File: config.mk
export PLATFORM = sky130hd
export DESIGN_NAME = wit_top
export DESIGN_NICKNAME = d
export VERILOG_FILES = /design/src/core/wit_pkg.sv /design/src/core/wit_prescaler.sv /design/src/core/wit_top.sv
export VERILOG_INCLUDE_DIRS = /design/src /design/src/core
export SDC_FILE = /design/constraint.sdc
export NUM_CORES = 1
export LEC_CHECK = 0
export ABC_AREA = 1
export BUFFER_PORTS_ARGS = -buffer_cell sky130_fd_sc_hd__buf_2
export CORE_MARGIN = 1.5
export CORE_UTILIZATION = 40
export CTS_BUF_LIST = sky130_fd_sc_hd__clkbuf_16
export CTS_CLUSTER_DIAMETER = 60
export DETAILED_ROUTE_END_ITERATION = 12
export HOLD_SLACK_MARGIN = 0.1
export MAX_ROUTING_LAYER = met4
export PLACE_DENSITY = 0.61
export SETUP_SLACK_MARGIN = 0.02
export SLEW_MARGIN = 20
export SYNTH_ARGS = -nofsm -noshare
export SYNTH_HDL_FRONTEND = slang
export SYNTH_HIERARCHICAL = 1
export SYNTH_SLANG_ARGS = --single-unit
File: constraint.sdc
create_clock -name clk_i -period 6.25 [get_ports clk_i]
set_clock_uncertainty 0.15 [all_clocks]
set_input_delay 0 -clock clk_i [delete_from_list [all_inputs] [get_ports clk_i]]
set_output_delay 0 -clock clk_i [all_outputs]
set_load 0.1 [all_outputs]
File: src/core/wit_defs.svh
/*
 Constants for the watch interval timer: register offset, field positions,
 reset value, divider and tap figures.
 Assumes a single 40 MHz system clock and the plain register port of the top.
*/
// Functional notes
// - The clock select bit picks main clock divided by 128 when 0 and the subsystem clock when 1 as the watch clock.
// - The 3-bit tap field in bits 4 to 6 sets the interval period from 2^4 to 2^11 watch clocks, doubling per code.
// - The 2-bit period field in bits 2 and 3 sets the watch period to 2^14, 2^13, 2^5 or 2^4 watch clocks.
// - Setting the counter run bit starts the 5-bit counter, and clearing it stops and clears that counter.
// - The global enable bit allows operation when 1, and when 0 stops and clears both prescaler and counter.
// - The watch function counts only while both enable and run bits are 1, else the counter clears and no watch irq.
// - Clearing only the run bit restarts the watch count from zero without clearing the prescaler.
// - The interval irq repeats at the tap period while global enable is 1, whatever the run bit.
// - The first watch irq may come early by the prescaler phase, later ones come exactly at the period.
// - Reset clears the 8-bit mode register to zero, and it accepts whole-byte and single-bit writes.
`ifndef WIT_DEFS_SVH
`define WIT_DEFS_SVH

`define WIT_ADDR_MODE      16'hFF6F
`define WIT_ADDR_W         16
`define WIT_MODE_RESET     8'h00
`define WIT_BIT_ENABLE     0
`define WIT_BIT_RUN        1
`define WIT_BIT_PER_LO     2
`define WIT_BIT_PER_HI     3
`define WIT_BIT_TAP_LO     4
`define WIT_BIT_TAP_HI     6
`define WIT_BIT_CLKSEL     7
`define WIT_MAIN_DIV_W     7
`define WIT_MAIN_DIV_MAX   7'h7F
`define WIT_PRE_W          11
`define WIT_CNT_W          5
`define WIT_CNT_MAX        5'h1F
`define WIT_TAP_BASE       4
`define WIT_CNT_TAP        9
`define WIT_PER_LONG_SLOW  2'h0
`define WIT_PER_LONG_FAST  2'h1
`define WIT_PER_SHORT_5    2'h2
`define WIT_PER_SHORT_4    2'h3
`define WIT_CNT_HALF       5'h0F

`endif

File: src/core/wit_pkg.sv
/*
 Types for the watch interval timer.
 Assumes wit_defs.svh is included by the users.
*/
package wit_pkg;
   typedef logic [7:0]  wit_byte_t;
   typedef logic [10:0] wit_pre_t;
   typedef logic [4:0]  wit_cnt_t;
endpackage : wit_pkg

File: src/core/wit_prescaler.sv
/*
 Watch clock source selection and 11-bit prescaler with tap strobes.
 Assumes a subsystem clock tick input already synchronous to clk_i.
*/
`timescale 1ns/1ps
`include "wit_defs.svh"
module wit_prescaler
(
   input  wire logic              clk_i,
   input  wire logic              rst_n_i,
   input  wire logic              clk_sel_i,
   input  wire logic              sub_tick_i,
   input  wire logic              enable_i,
   output wire logic              wclk_tick_o,
   output wit_pkg::wit_pre_t      pre_rise_o
);
   logic [`WIT_MAIN_DIV_W-1:0] div_q;
   wit_pkg::wit_pre_t          pre_q;
   wit_pkg::wit_pre_t          pre_d;
   logic                       main_tick;
   logic                       tick;

   assign main_tick = (div_q == `WIT_MAIN_DIV_MAX);
   assign tick      = enable_i & (clk_sel_i ? sub_tick_i : main_tick);
   assign pre_d     = pre_q + 11'h001;

   // Main clock divide by 128 runs free so the phase is not tied to enable
   always_ff @(posedge clk_i)
   begin
      if (!rst_n_i)
         div_q <= '0;
      else
         div_q <= div_q + 7'h01;
   end

   always_ff @(posedge clk_i)
   begin
      if (!rst_n_i || !enable_i)
         pre_q <= '0;
      else if (tick)
         pre_q <= pre_d;
   end

   // One-cycle strobe per bit going 0 to 1; bit k rises once per 2^(k+1) ticks
   assign pre_rise_o  = tick ? (pre_d & ~pre_q) : '0;
   assign wclk_tick_o = tick;
endmodule : wit_prescaler

File: src/core/wit_top.sv
/*
 Watch interval timer: mode register, 5-bit watch counter and two irq pulses.
 Assumes a register port with read data one cycle after the read strobe, and
 a subsystem clock tick pulse synchronous to clk_i.
*/
`timescale 1ns/1ps
`include "wit_defs.svh"
module wit_top
(
   input  wire logic                    clk_i,
   input  wire logic                    rst_n_i,
   input  wire logic [`WIT_ADDR_W-1:0]  addr_i,
   input  wire logic [7:0]              wdata_i,
   input  wire logic [7:0]              wmask_i,
   input  wire logic                    wr_i,
   input  wire logic                    rd_i,
   output logic      [7:0]              rdata_o,
   input  wire logic                    sub_tick_i,
   output logic                         watch_irq_o,
   output logic                         interval_irq_o
);
   wit_pkg::wit_byte_t  watch_mode_control_q;
   wit_pkg::wit_cnt_t   cnt_q;
   wit_pkg::wit_pre_t   pre_rise;
   logic                wclk_tick;
   logic                global_enable;
   logic                counter_run;
   logic                watch_on;
   logic                cnt_step;
   logic                watch_hit;
   logic                interval_hit;
   logic [1:0]          watch_period;
   logic [2:0]          interval_tap;

   function automatic logic tap_rise(input wit_pkg::wit_pre_t r, input int unsigned pow);
      // Bit pow-1 rises once every 2^pow watch clocks
      tap_rise = r[pow-1];
   endfunction : tap_rise

   assign global_enable = watch_mode_control_q[`WIT_BIT_ENABLE];
   assign counter_run   = watch_mode_control_q[`WIT_BIT_RUN];
   assign watch_period  = watch_mode_control_q[`WIT_BIT_PER_HI:`WIT_BIT_PER_LO];
   assign interval_tap  = watch_mode_control_q[`WIT_BIT_TAP_HI:`WIT_BIT_TAP_LO];
   assign watch_on      = global_enable & counter_run;

   // Byte write uses a full mask, a bit set or clear uses a single-bit mask
   always_ff @(posedge clk_i)
   begin
      if (!rst_n_i)
         watch_mode_control_q <= `WIT_MODE_RESET;
      else if (wr_i && addr_i == `WIT_ADDR_MODE)
         watch_mode_control_q <= (watch_mode_control_q & ~wmask_i) | (wdata_i & wmask_i);
   end

   always_ff @(posedge clk_i)
   begin
      if (!rst_n_i)
         rdata_o <= '0;
      else if (rd_i && addr_i == `WIT_ADDR_MODE)
         rdata_o <= watch_mode_control_q;
      else
         rdata_o <= '0;
   end

   wit_prescaler u_pre
   (
      .clk_i       (clk_i),
      .rst_n_i     (rst_n_i),
      .clk_sel_i   (watch_mode_control_q[`WIT_BIT_CLKSEL]),
      .sub_tick_i  (sub_tick_i),
      .enable_i    (global_enable),
      .wclk_tick_o (wclk_tick),
      .pre_rise_o  (pre_rise)
   );

   // Long periods step on the 2^9 tap, short ones on each watch clock
   always_comb
   begin
      if (watch_period == `WIT_PER_LONG_SLOW || watch_period == `WIT_PER_LONG_FAST)
         cnt_step = tap_rise(pre_rise, `WIT_CNT_TAP);
      else
         cnt_step = wclk_tick;
   end

   // Prescaler is not cleared by run alone, so the first long period can slip
   always_ff @(posedge clk_i)
   begin
      if (!rst_n_i || !watch_on)
         cnt_q <= '0;
      else if (cnt_step)
         cnt_q <= cnt_q + 5'h01;
   end

   always_comb
   begin
      case (watch_period)
         `WIT_PER_LONG_SLOW: watch_hit = cnt_step && cnt_q == `WIT_CNT_MAX;
         `WIT_PER_LONG_FAST: watch_hit = cnt_step && {1'b0, cnt_q[3:0]} == `WIT_CNT_HALF;
         `WIT_PER_SHORT_5:   watch_hit = tap_rise(pre_rise, `WIT_TAP_BASE + 1);
         default:            watch_hit = tap_rise(pre_rise, `WIT_TAP_BASE);
      endcase
   end

   // Tap changes while running are the caller's burden; no resync is done
   assign interval_hit = pre_rise[`WIT_TAP_BASE - 1 + interval_tap];

   always_ff @(posedge clk_i)
   begin
      if (!rst_n_i)
         watch_irq_o <= 1'b0;
      else
         watch_irq_o <= watch_on & watch_hit;
   end

   always_ff @(posedge clk_i)
   begin
      if (!rst_n_i)
         interval_irq_o <= 1'b0;
      else
         interval_irq_o <= global_enable & interval_hit;
   end
endmodule : wit_top
==> metrics.txt, run 1 <==
status finished, final reports clean; port bufs 46; Switching Share 20.1%; Synth Area in XOR/XNOR 0.371%; measured slew at the worst slew-check pin 0.496 ns; chip width 79.9 microns; pins over their slew limit 0; total global-route track usage 18.9%; row count 27; Clock power frac 49.3%; fin crit share 42.7%; antenna-violating nets left 0; startpoint types input pin; Max Root-Sink Buffers 2; P&R area growth vs syn 30.8%; DP Wirelength 3560 microns; static leakage 1.32 nW; H-Tree Depth 2; synth warn 6; share of cells above drive strength 1 20.3%; Avg Cell Area, Syn 6.91 sq um; Post-CTS Setup Repair Bufs 0; simple-gate area share of the yosys netlist 37.2%; # diodes 0; min-delay worst type input pin to flop; max frequency 0.375 GHz; vias in the first global route 2232; Sw Pwr 0.117 mW; Inst Count DP 451; HP Start addr_i[0]; sequential fraction of the synthesis area 34.7%; total gr overflow 0; Pint 0.466 mW; Hold Violations, Final 0; Worst Hold Path EP rdata_o[0]$_SDFF_PN0_; library cells used by synthesis 31; CP arrival 2.69 ns; Peak VDD IR 132 uV; PD cells 189 mW/mm^2; final WL 5250 microns; Data required, critical path 6.27 ns; DR pass1 iterations 4; core box area 0.00561 sq mm; Post-CTS Resized 0; CP peak stage delay 0.59 ns; # clock sinks 41; largest net degree at the start of global routing 17; TNS Setup 0 ns; Synth Instances 342; Root Buffer clkbuf_16; Post-Syn Area 0.00236 sq mm; WS Path Type input pin to flop; Comb pwr share 5.5%; worst reg-to-reg setup slack 3.75 ns; reg2reg start u_pre/pre_q[0]$_SDFFE_PP0P_; TritonCTS Buffers 5; Placer Congestion 0.815; First DRT Iteration DRCs 70; Seq pwr share 45.3%; post-layout util 55.1%; Synth Area in Compound Gates 5.83%; post-route minimum period 2.67 ns; CTS tree yes; initial core utilization 42.1%; #FFs+latches synth 41; crit end category flop; CP bufs+invs 5; I/O Pins 47; Final setup viols 0; worst-path maximum fanout 16; die height 79.9 microns; clk_lat worst skew 0.29 ns; Layout Nets 470; drt drc 0; Max Cap Viol 0; mux cell area share after synthesis 0%; reg2reg path depth 15; routed via count 2264; drt wl/cell 10.7 microns; initial antenna violation count 0; first-pass GRT wire length 9260 microns; cell-by-cell trace of the critical path buf_2, inv_1, nand2_1, nor2_1, nand2_1, nor2_4, nand4_1, dlygate4sd3_1, nand2_1, dlygate4sd3_1, nor2_1, dlygate4sd3_1; top cell family by delay on the critical path buffers and inverters; Non-Filler Instances 491; number of filler cells placed in the layout 570; RSZ-0062 raised after global routing no; Reg-to-Reg End cnt_q[0]$_SDFFE_PP0N_; vias per cell 4.61; hold path depth 5; largest family of logic cells by synthesized area simple AND/OR/NAND/NOR gates; worst relative slew slack 66.9%; clk slew on worst S/H paths 0.06 ns; Synth Area in Adders 7.94%; die area 0.00638 sq mm; Syn Nets 394; CP max stage cell dlygate4sd3_1
## what timing repair did
action                                 CTS  global route
hold buffers                            32             0
setup endpoints to repair                0             0
endpoints found under the hold margin   24             0
## power by group through the flow
stage	clock network, mW	logic [mW]	registers (mW)
after detailed placement	0	0.0237	0.270
after global routing	0.309	0.0357	0.264
after CTS	0.294	0.0312	0.264
after global placement	0	0.0232	0.270
final	0.287	0.0320	0.264
after floorplan	0	0.00976	0.270
## cell type report
| type | instances | area, sq um | share of cell area (%) |
|---|---|---|---|
| Multi-Input combinational cell | 225 | 1210 | 39.3 |
| Sequential cell | 41 | 821 | 26.6 |
| Timing Repair Buffer | 78 | 551 | 17.8 |
| Inverter | 67 | 253 | 8.18 |
| Clock buffer | 5 | 125 | 4.05 |
| Tap cell | 72 | 90.1 | 2.91 |
| Clock inverter | 3 | 37.5 | 1.21 |
## worst reg2reg max path, delay by kind of cell (launching register included)
family          cells  cell delay (ns)
buf+inv             4             0.32
fa+ha+maj           2             0.33
simple gates        6             0.59
compound gates      3             0.61
flops               1             0.41
## placed cells by master (no fill, tap or decap), types with 2 or more instances in the layout
| master | instances |
|---|---|
| inv_1 | 64 |
| nand2_1 | 61 |
| nor2_1 | 47 |
| buf_2 | 46 |
| dfxtp_1 | 41 |
| dlygate4sd3_1 | 32 |
| nand3_1 | 25 |
| nor2_2 | 20 |
| ha_1 | 15 |
| nand4_1 | 13 |
| a21oi_1 | 11 |
| nor3_1 | 7 |
| o21ai_0 | 6 |
| clkbuf_16 | 5 |
| nand3_2 | 3 |
| inv_2 | 2 |
| nor2_4 | 2 |
| and3_1 | 2 |
| o211ai_1 | 2 |
| clkinv_1 | 2 |
| nand2_2 | 2 |
| nand2_4 | 2 |
| o21a_1 | 2 |
## per-stage QoR
| stage | hold WS, ns | setup WS [ns] | area, sq um | total power, mW |
|---|---|---|---|---|
| after global placement | 0.159 | 3.85 | 2610 | 0.293 |
| after floorplan | -0.0565 | 4.08 | 2360 | 0.279 |
| after detailed placement | 0.169 | 3.73 | 2610 | 0.293 |
| after global routing | 0.224 | 3.34 | 3090 | 0.609 |
| after CTS | 0.179 | 3.69 | 3090 | 0.589 |
| final | 0.157 | 3.58 | 3090 | 0.583 |
## metal layers
metal / global-route usage, % / part of all wire, % / up-vias
met4: 7.76 / 2.4 / 0
met1: 20.7 / 46 / 1003
li1: - / - / 1218
met2: 33.4 / 49 / 31
met5: - / 0 / -
met3: 3.89 / 2.7 / 12
## kinds of logic after synthesis
group           after synthesis
flops                        41
compound gates               24
xor+xnor                      1
buf+inv                      76
simple gates                185
fa+ha+maj                    15
## how the worst max path moves through the flow
| stage | start | depth (start not counted) | to | slack (ns) |
|---|---|---|---|---|
| 6_report | addr_i[4] | 12 | flop | 3.58 |
| 5_1_grt | u_pre/pre_q[0]$_SDFFE_PP0P_ | 15 | cnt_q[0]$_SDFFE_PP0N_ | 3.34 |
| 4_1_cts | u_pre/pre_q[0]$_SDFFE_PP0P_ | 15 | cnt_q[0]$_SDFFE_PP0N_ | 3.69 |
| 3_5_place_dp | u_pre/pre_q[0]$_SDFFE_PP0P_ | 15 | cnt_q[0]$_SDFFE_PP0N_ | 3.73 |
| 3_3_place_gp | u_pre/pre_q[0]$_SDFFE_PP0P_ | 15 | cnt_q[0]$_SDFFE_PP0N_ | 3.85 |
| 2_1_floorplan | u_pre/pre_q[0]$_SDFFE_PP0P_ | 15 | cnt_q[0]$_SDFFE_PP0N_ | 4.08 |
## Yosys cell counts, drive strengths merged
cell | number | area share [%]
nor2 | 69 | 14
inv | 65 | 10
nand2 | 65 | 11
dfxtp | 41 | 35
nand3 | 28 | 6.6
ha | 15 | 7.9
nand4 | 13 | 3.4
a21oi | 12 | 2.7
buf | 7 | 2.8
nor3 | 7 | 1.5
o21ai | 7 | 1.5
and3 | 2 | 0.53
clkbuf | 2 | 0.42
clkinv | 2 | 0.37
o211ai | 2 | 0.64
o21a | 2 | 0.64
nand3b | 1 | 0.32
o2111ai | 1 | 0.37
xnor2 | 1 | 0.37
No activity file was read; power rests on OpenSTA's default activity.
==> run 2: changes to the inputs <==
PLACE_DENSITY = 0.63   (was 0.61)
clock period = 2.4 ns   (was 6.25 ns; I/O delays follow)
==> run 2 against run 1 <==
- critical path depth decreased by 5
- largest cell class unchanged
- critical path type unchanged
- combinational power increased to 2.7 times the previous value
- register-to-register slack worse by 3.5 ns
- largest power group is now registers
- highest routed layer unchanged
==> metrics.txt, run 2 (same netlist as run 1, synthesis figures left out) <==
Final setup viols 0; core box area 0.00561 sq mm; TNS Setup 0 ns; commonest non-fill, non-tap cell in the layout inv_1; vias per cell 4.69; post-layout util 54.5%; fin crit share 90.1%; drt drc 0; RSZ-0062 raised after global routing no; static leakage 1.28 nW; share of cells above drive strength 1 22.5%; total gr overflow 0; Hold Violations, Final 0; commonest non-fill, non-tap cells in the layout inv_1 (63), nand2_1 (61), nor2_1 (46), buf_2 (46), dfxtp_1 (39); initial antenna violation count 0; Root Buffer clkbuf_16; CP peak stage delay 0.60 ns; Pwr Total 1.43 mW; P&R area growth vs syn 29.3%; PD cells 468 mW/mm^2; CP max stage cell dlygate4sd3_1; worst-path maximum fanout 16; pins over their slew limit 0; WS Path Type input pin to flop; cell-by-cell trace of the critical path dlygate4sd3_1, buf_2, nand4_1, dlygate4sd3_1, nand2_1, dlygate4sd3_1, nor2_1; I/O Pins 47; H-Tree Depth 2; status finished, final reports clean; CTS tree yes; total global-route track usage 18.0%; clk slew on worst S/H paths 0.06 ns; CP bufs+invs 4; DR pass1 iterations 4; Placer Congestion 0.812; GR Util met3 5.37%; Layout Nets 468; measured slew at the worst slew-check pin 0.507 ns; busiest metal layer after global routing met2; die height 79.9 microns; worst relative slew slack 66.4%; final WL 5090 microns; # diodes 0; crit end category flop; Peak VDD IR 366 uV; met1 usage 20.1%; First DRT Iteration DRCs 75; startpoint types input pin; antenna-violating nets left 0; die area 0.00638 sq mm; most used cell, CP dlygate4sd3_1; number of filler cells placed in the layout 566; CP arrival 2.20 ns; Max Root-Sink Buffers 2; largest net degree at the start of global routing 17; register area 826 sq um; port bufs 46; met2 usage 30.3%; drt wl/cell 10.4 microns; top cell family by delay on the critical path buffers and inverters; DP Wirelength 3460 microns; row count 27; TritonCTS Buffers 5; chip width 79.9 microns; Max Cap Viol 0; Multi-input gate area 0.00122 sq mm; vias in the first global route 2103; routed via count 2291; Data required, critical path 2.44 ns; max frequency 0.462 GHz; # clock sinks 41; initial core utilization 42.1%; post-route minimum period 2.16 ns; clk_lat worst skew 0.29 ns; min-delay worst type input pin to flop; first-pass GRT wire length 8820 microns
run 2: cell count changes in the layout (fill, tap and decap cells not counted), sizes merged:
cell / previous run / this run
buf: 46 / 49
bufinv: 1 / 0
clkinv: 3 / 4
clkinvlp: 0 / 1
dlygate4sd3: 32 / 27
inv: 66 / 65
run 2: what timing repair did:
item,CTS,global route
gates resized for setup,0,6
hold buffers,27,0
endpoints found under the hold margin,25,0
setup buffers,0,0
endpoints found under the setup margin,0,7
run 2: per-stage QoR:
step	hold WS, ns	std cells	cell area (sq um)	setup slack (ns)
floorplan	-0.0565	342	2360	0.226
global placement	0.165	454	2630	0.209
detailed placement	0.169	454	2630	0.137
CTS	0.112	489	3040	0.130
global route	0.139	489	3060	0.0313
finish	0.101	489	3060	0.236
run 2: tightest hold or removal path, cell delays in order:
cell	delay, ns
buf_2	0.07
o21a_1	0.17
nand2_4	0.11
nand2_1	0.09
a21oi_2	0.05
run 2: power by group:
group / total, mW / internal [mW] / switching (mW)
combinational: 0.0859 / 0.0487 / 0.0372
clock: 0.658 / 0.381 / 0.277
sequential: 0.686 / 0.684 / 0.00239
run 2: path summary, 6_finish.rpt:
check / start / end / slack (ns) / cells after the start
worst max-delay path: wr_i / flop / 0.24 / 7
worst min register to register: u_pre/div_q[0]$_SDFF_PN0_ / u_pre/div_q[0]$_SDFF_PN0_ / 0.30 / 1
worst min-delay path: sub_tick_i / u_pre/pre_q[0]$_SDFFE_PP0P_ / 0.10 / 5
worst max register to register: u_pre/pre_q[0]$_SDFFE_PP0P_ / cnt_q[0]$_SDFFE_PP0N_ / 0.28 / 16
run 2: layout make-up:
type	instances	share of cell area, %
multi-input cells	225	40.0
flip-flops and latches	41	27.0
repair buffers	76	17.1
inverters	67	8.27
clock buffers	5	4.10
well taps	72	2.95
clock inverters	3	0.573
run 2: routing by layer:
layer | share of wire (%) | routed length [microns]
met1 | 46 | 2350
met2 | 48 | 2460
met3 | 3.7 | 187
met4 | 1.9 | 95
met5 | 0 | 0
==> run 3: changes to the inputs <==
CORE_UTILIZATION = 30   (was 40)
PLACE_DENSITY = 0.5   (was 0.63)
==> run 3 against run 2 <==
- via count decreased by 1.7%
- first-iteration DRC count is 63% lower
- clock power increased by 16%
- combinational power is 0.7% lower
- non-clock buffer count is the same
- utilization decreased by 14 points
- worst setup slack worse by 0.033 ns
- cell count increased by 6.1%
- global-route usage is 4.3 points lower
- total power up 7.1%
- die area increased by 32%
- count of clock-buffer cells in the layout did not move
- largest cell class unchanged
- highest routed layer unchanged
==> metrics.txt, run 3 (same netlist as run 1, synthesis figures left out) <==
Data required, critical path 2.43 ns; max frequency 0.455 GHz; worst relative slew slack 66.2%; drt wl/cell 9.96 microns; vias per cell 4.34; Inst Count DP 484; final instance area 0.00313 sq mm; PD cells 489 mW/mm^2; number of filler cells placed in the layout 819; # clock sinks 41; Max Cap Viol 0; drt drc 0; post-route minimum period 2.20 ns; total gr overflow 0; Max Root-Sink Buffers 2; Peak VDD IR 362 uV; Non-Filler Instances 519; Sw Pwr 0.311 mW; startpoint types input pin; Root Buffer clkbuf_16; fin crit share 91.5%; initial core utilization 30.7%; DR pass1 iterations 4; First DRT Iteration DRCs 28; die height 91.7 microns; WS Path Type input pin to flop; largest net degree at the start of global routing 17; CTS tree yes; H-Tree Depth 2; DP Wirelength 3800 microns; total global-route track usage 13.7%; Seq pwr share 44.8%; met1 usage 15.4%; Clock power frac 49.6%; final WL 5170 microns; most used cell, CP dlygate4sd3_1; P&R area growth vs syn 32.6%; crit end category flop; worst-path maximum fanout 16; port bufs 46; first-pass GRT wire length 9190 microns; row count 32; CP arrival 2.23 ns; Post-CTS Setup Repair Bufs 0; Layout Nets 468; hold_ws 0.123 ns; CP peak stage delay 0.60 ns; Final setup viols 0; top cell family by delay on the critical path buffers and inverters; measured slew at the worst slew-check pin 0.511 ns; TritonCTS Buffers 5; chip width 91.7 microns; CP max stage cell dlygate4sd3_1; busiest metal layer after global routing met2; status finished, final reports clean; RSZ-0062 raised after global routing no; min-delay worst type input pin to flop; static leakage 1.30 nW; vias in the first global route 2192; Hold Violations, Final 0; die area 0.00842 sq mm; met2 usage 23.5%; I/O Pins 47; # diodes 0; antenna-violating nets left 0; share of cells above drive strength 1 23.0%; TNS Setup 0 ns; Pint 1.22 mW; routed via count 2251; pins over their slew limit 0; core box area 0.00769 sq mm; cell-by-cell trace of the critical path dlygate4sd3_1, buf_2, nand4_1, dlygate4sd3_1, nand2_1, dlygate4sd3_1, nor2_1; GR Util met3 3.40%; commonest non-fill, non-tap cell in the layout inv_1; Cell Area, Placed 0.00267 sq mm; CP bufs+invs 4; commonest non-fill, non-tap cells in the layout inv_1 (64), nand2_1 (61), nor2_1 (46), buf_2 (46), dfxtp_1 (39); Switching Share 20.3%; Placer Congestion 0.822; clk_lat worst skew 0.28 ns; initial antenna violation count 0; clk slew on worst S/H paths 0.06 ns; Comb pwr share 5.6%
-- run 3: worst paths after layout --
| path | endpoint | from | slack, ns | depth (start not counted) |
|---|---|---|---|---|
| hold reg to reg | u_pre/div_q[0]$_SDFF_PN0_ | u_pre/div_q[0]$_SDFF_PN0_ | 0.30 | 1 |
| hold / removal | u_pre/pre_q[0]$_SDFFE_PP0P_ | sub_tick_i | 0.12 | 5 |
| setup / recovery | flop | wr_i | 0.20 | 7 |
| setup reg to reg | watch_irq_o$_SDFF_PN0_ | u_pre/pre_q[0]$_SDFFE_PP0P_ | 0.29 | 15 |
-- run 3: layer usage --
layer	up-vias	wire length, microns
met5	-	0
met4	0	95
met3	9	134
met2	23	2440
met1	1003	2500
li1	1216	-
-- run 3: power groups by stage --
stage	combinational, mW	clock (mW)	sequential, mW
6_report	0.0853	0.760	0.686
5_1_grt	0.0958	0.816	0.686
4_1_cts	0.0848	0.781	0.687
3_5_place_dp	0.0621	0	0.702
3_3_place_gp	0.0609	0	0.702
2_1_floorplan	0.0254	0	0.702
-- run 3: what timing repair did --
| action | 4_1_cts | 5_1_grt |
|---|---|---|
| gates resized for setup | 0 | 9 |
| hold endpoints to repair | 23 | 0 |
| hold buffers | 27 | 0 |
| endpoints found under the setup margin | 0 | 7 |
-- run 3: cell type report --
cell class,count,area (sq um),share of cell area [%]
Inverter,67,253,8.07
Multi-Input combinational cell,225,1230,39.3
Sequential cell,41,826,26.4
Tap cell,102,128,4.07
Clock buffer,5,125,3.99
Clock inverter,3,42.5,1.36
Timing Repair Buffer,76,527,16.8
-- run 3: per-stage QoR --
step / total power [mW] / utilization [%] / setup slack [ns]
detailed placement: 0.764 / 34.7 / 0.202
global placement: 0.763 / 34.7 / 0.236
global route: 1.60 / 40.8 / 0.0184
CTS: 1.55 / 40.4 / 0.169
floorplan: 0.727 / - / 0.226
finish: 1.53 / 40.8 / 0.204
-- run 3: worst reg2reg max path, cell delays in order, from the launching register on --
cell,delay [ns]
dfxtp_4,0.37
ha_2,0.18
nand2_1,0.06
nor2_2,0.10
nand2_1,0.07
nor2_2,0.12
nand3_2,0.09
inv_1,0.06
ha_1,0.13
inv_1,0.04
nor2_1,0.12
inv_1,0.06
o21ai_2,0.14
buf_6,0.13
o2111ai_1,0.09
a21oi_1,0.15
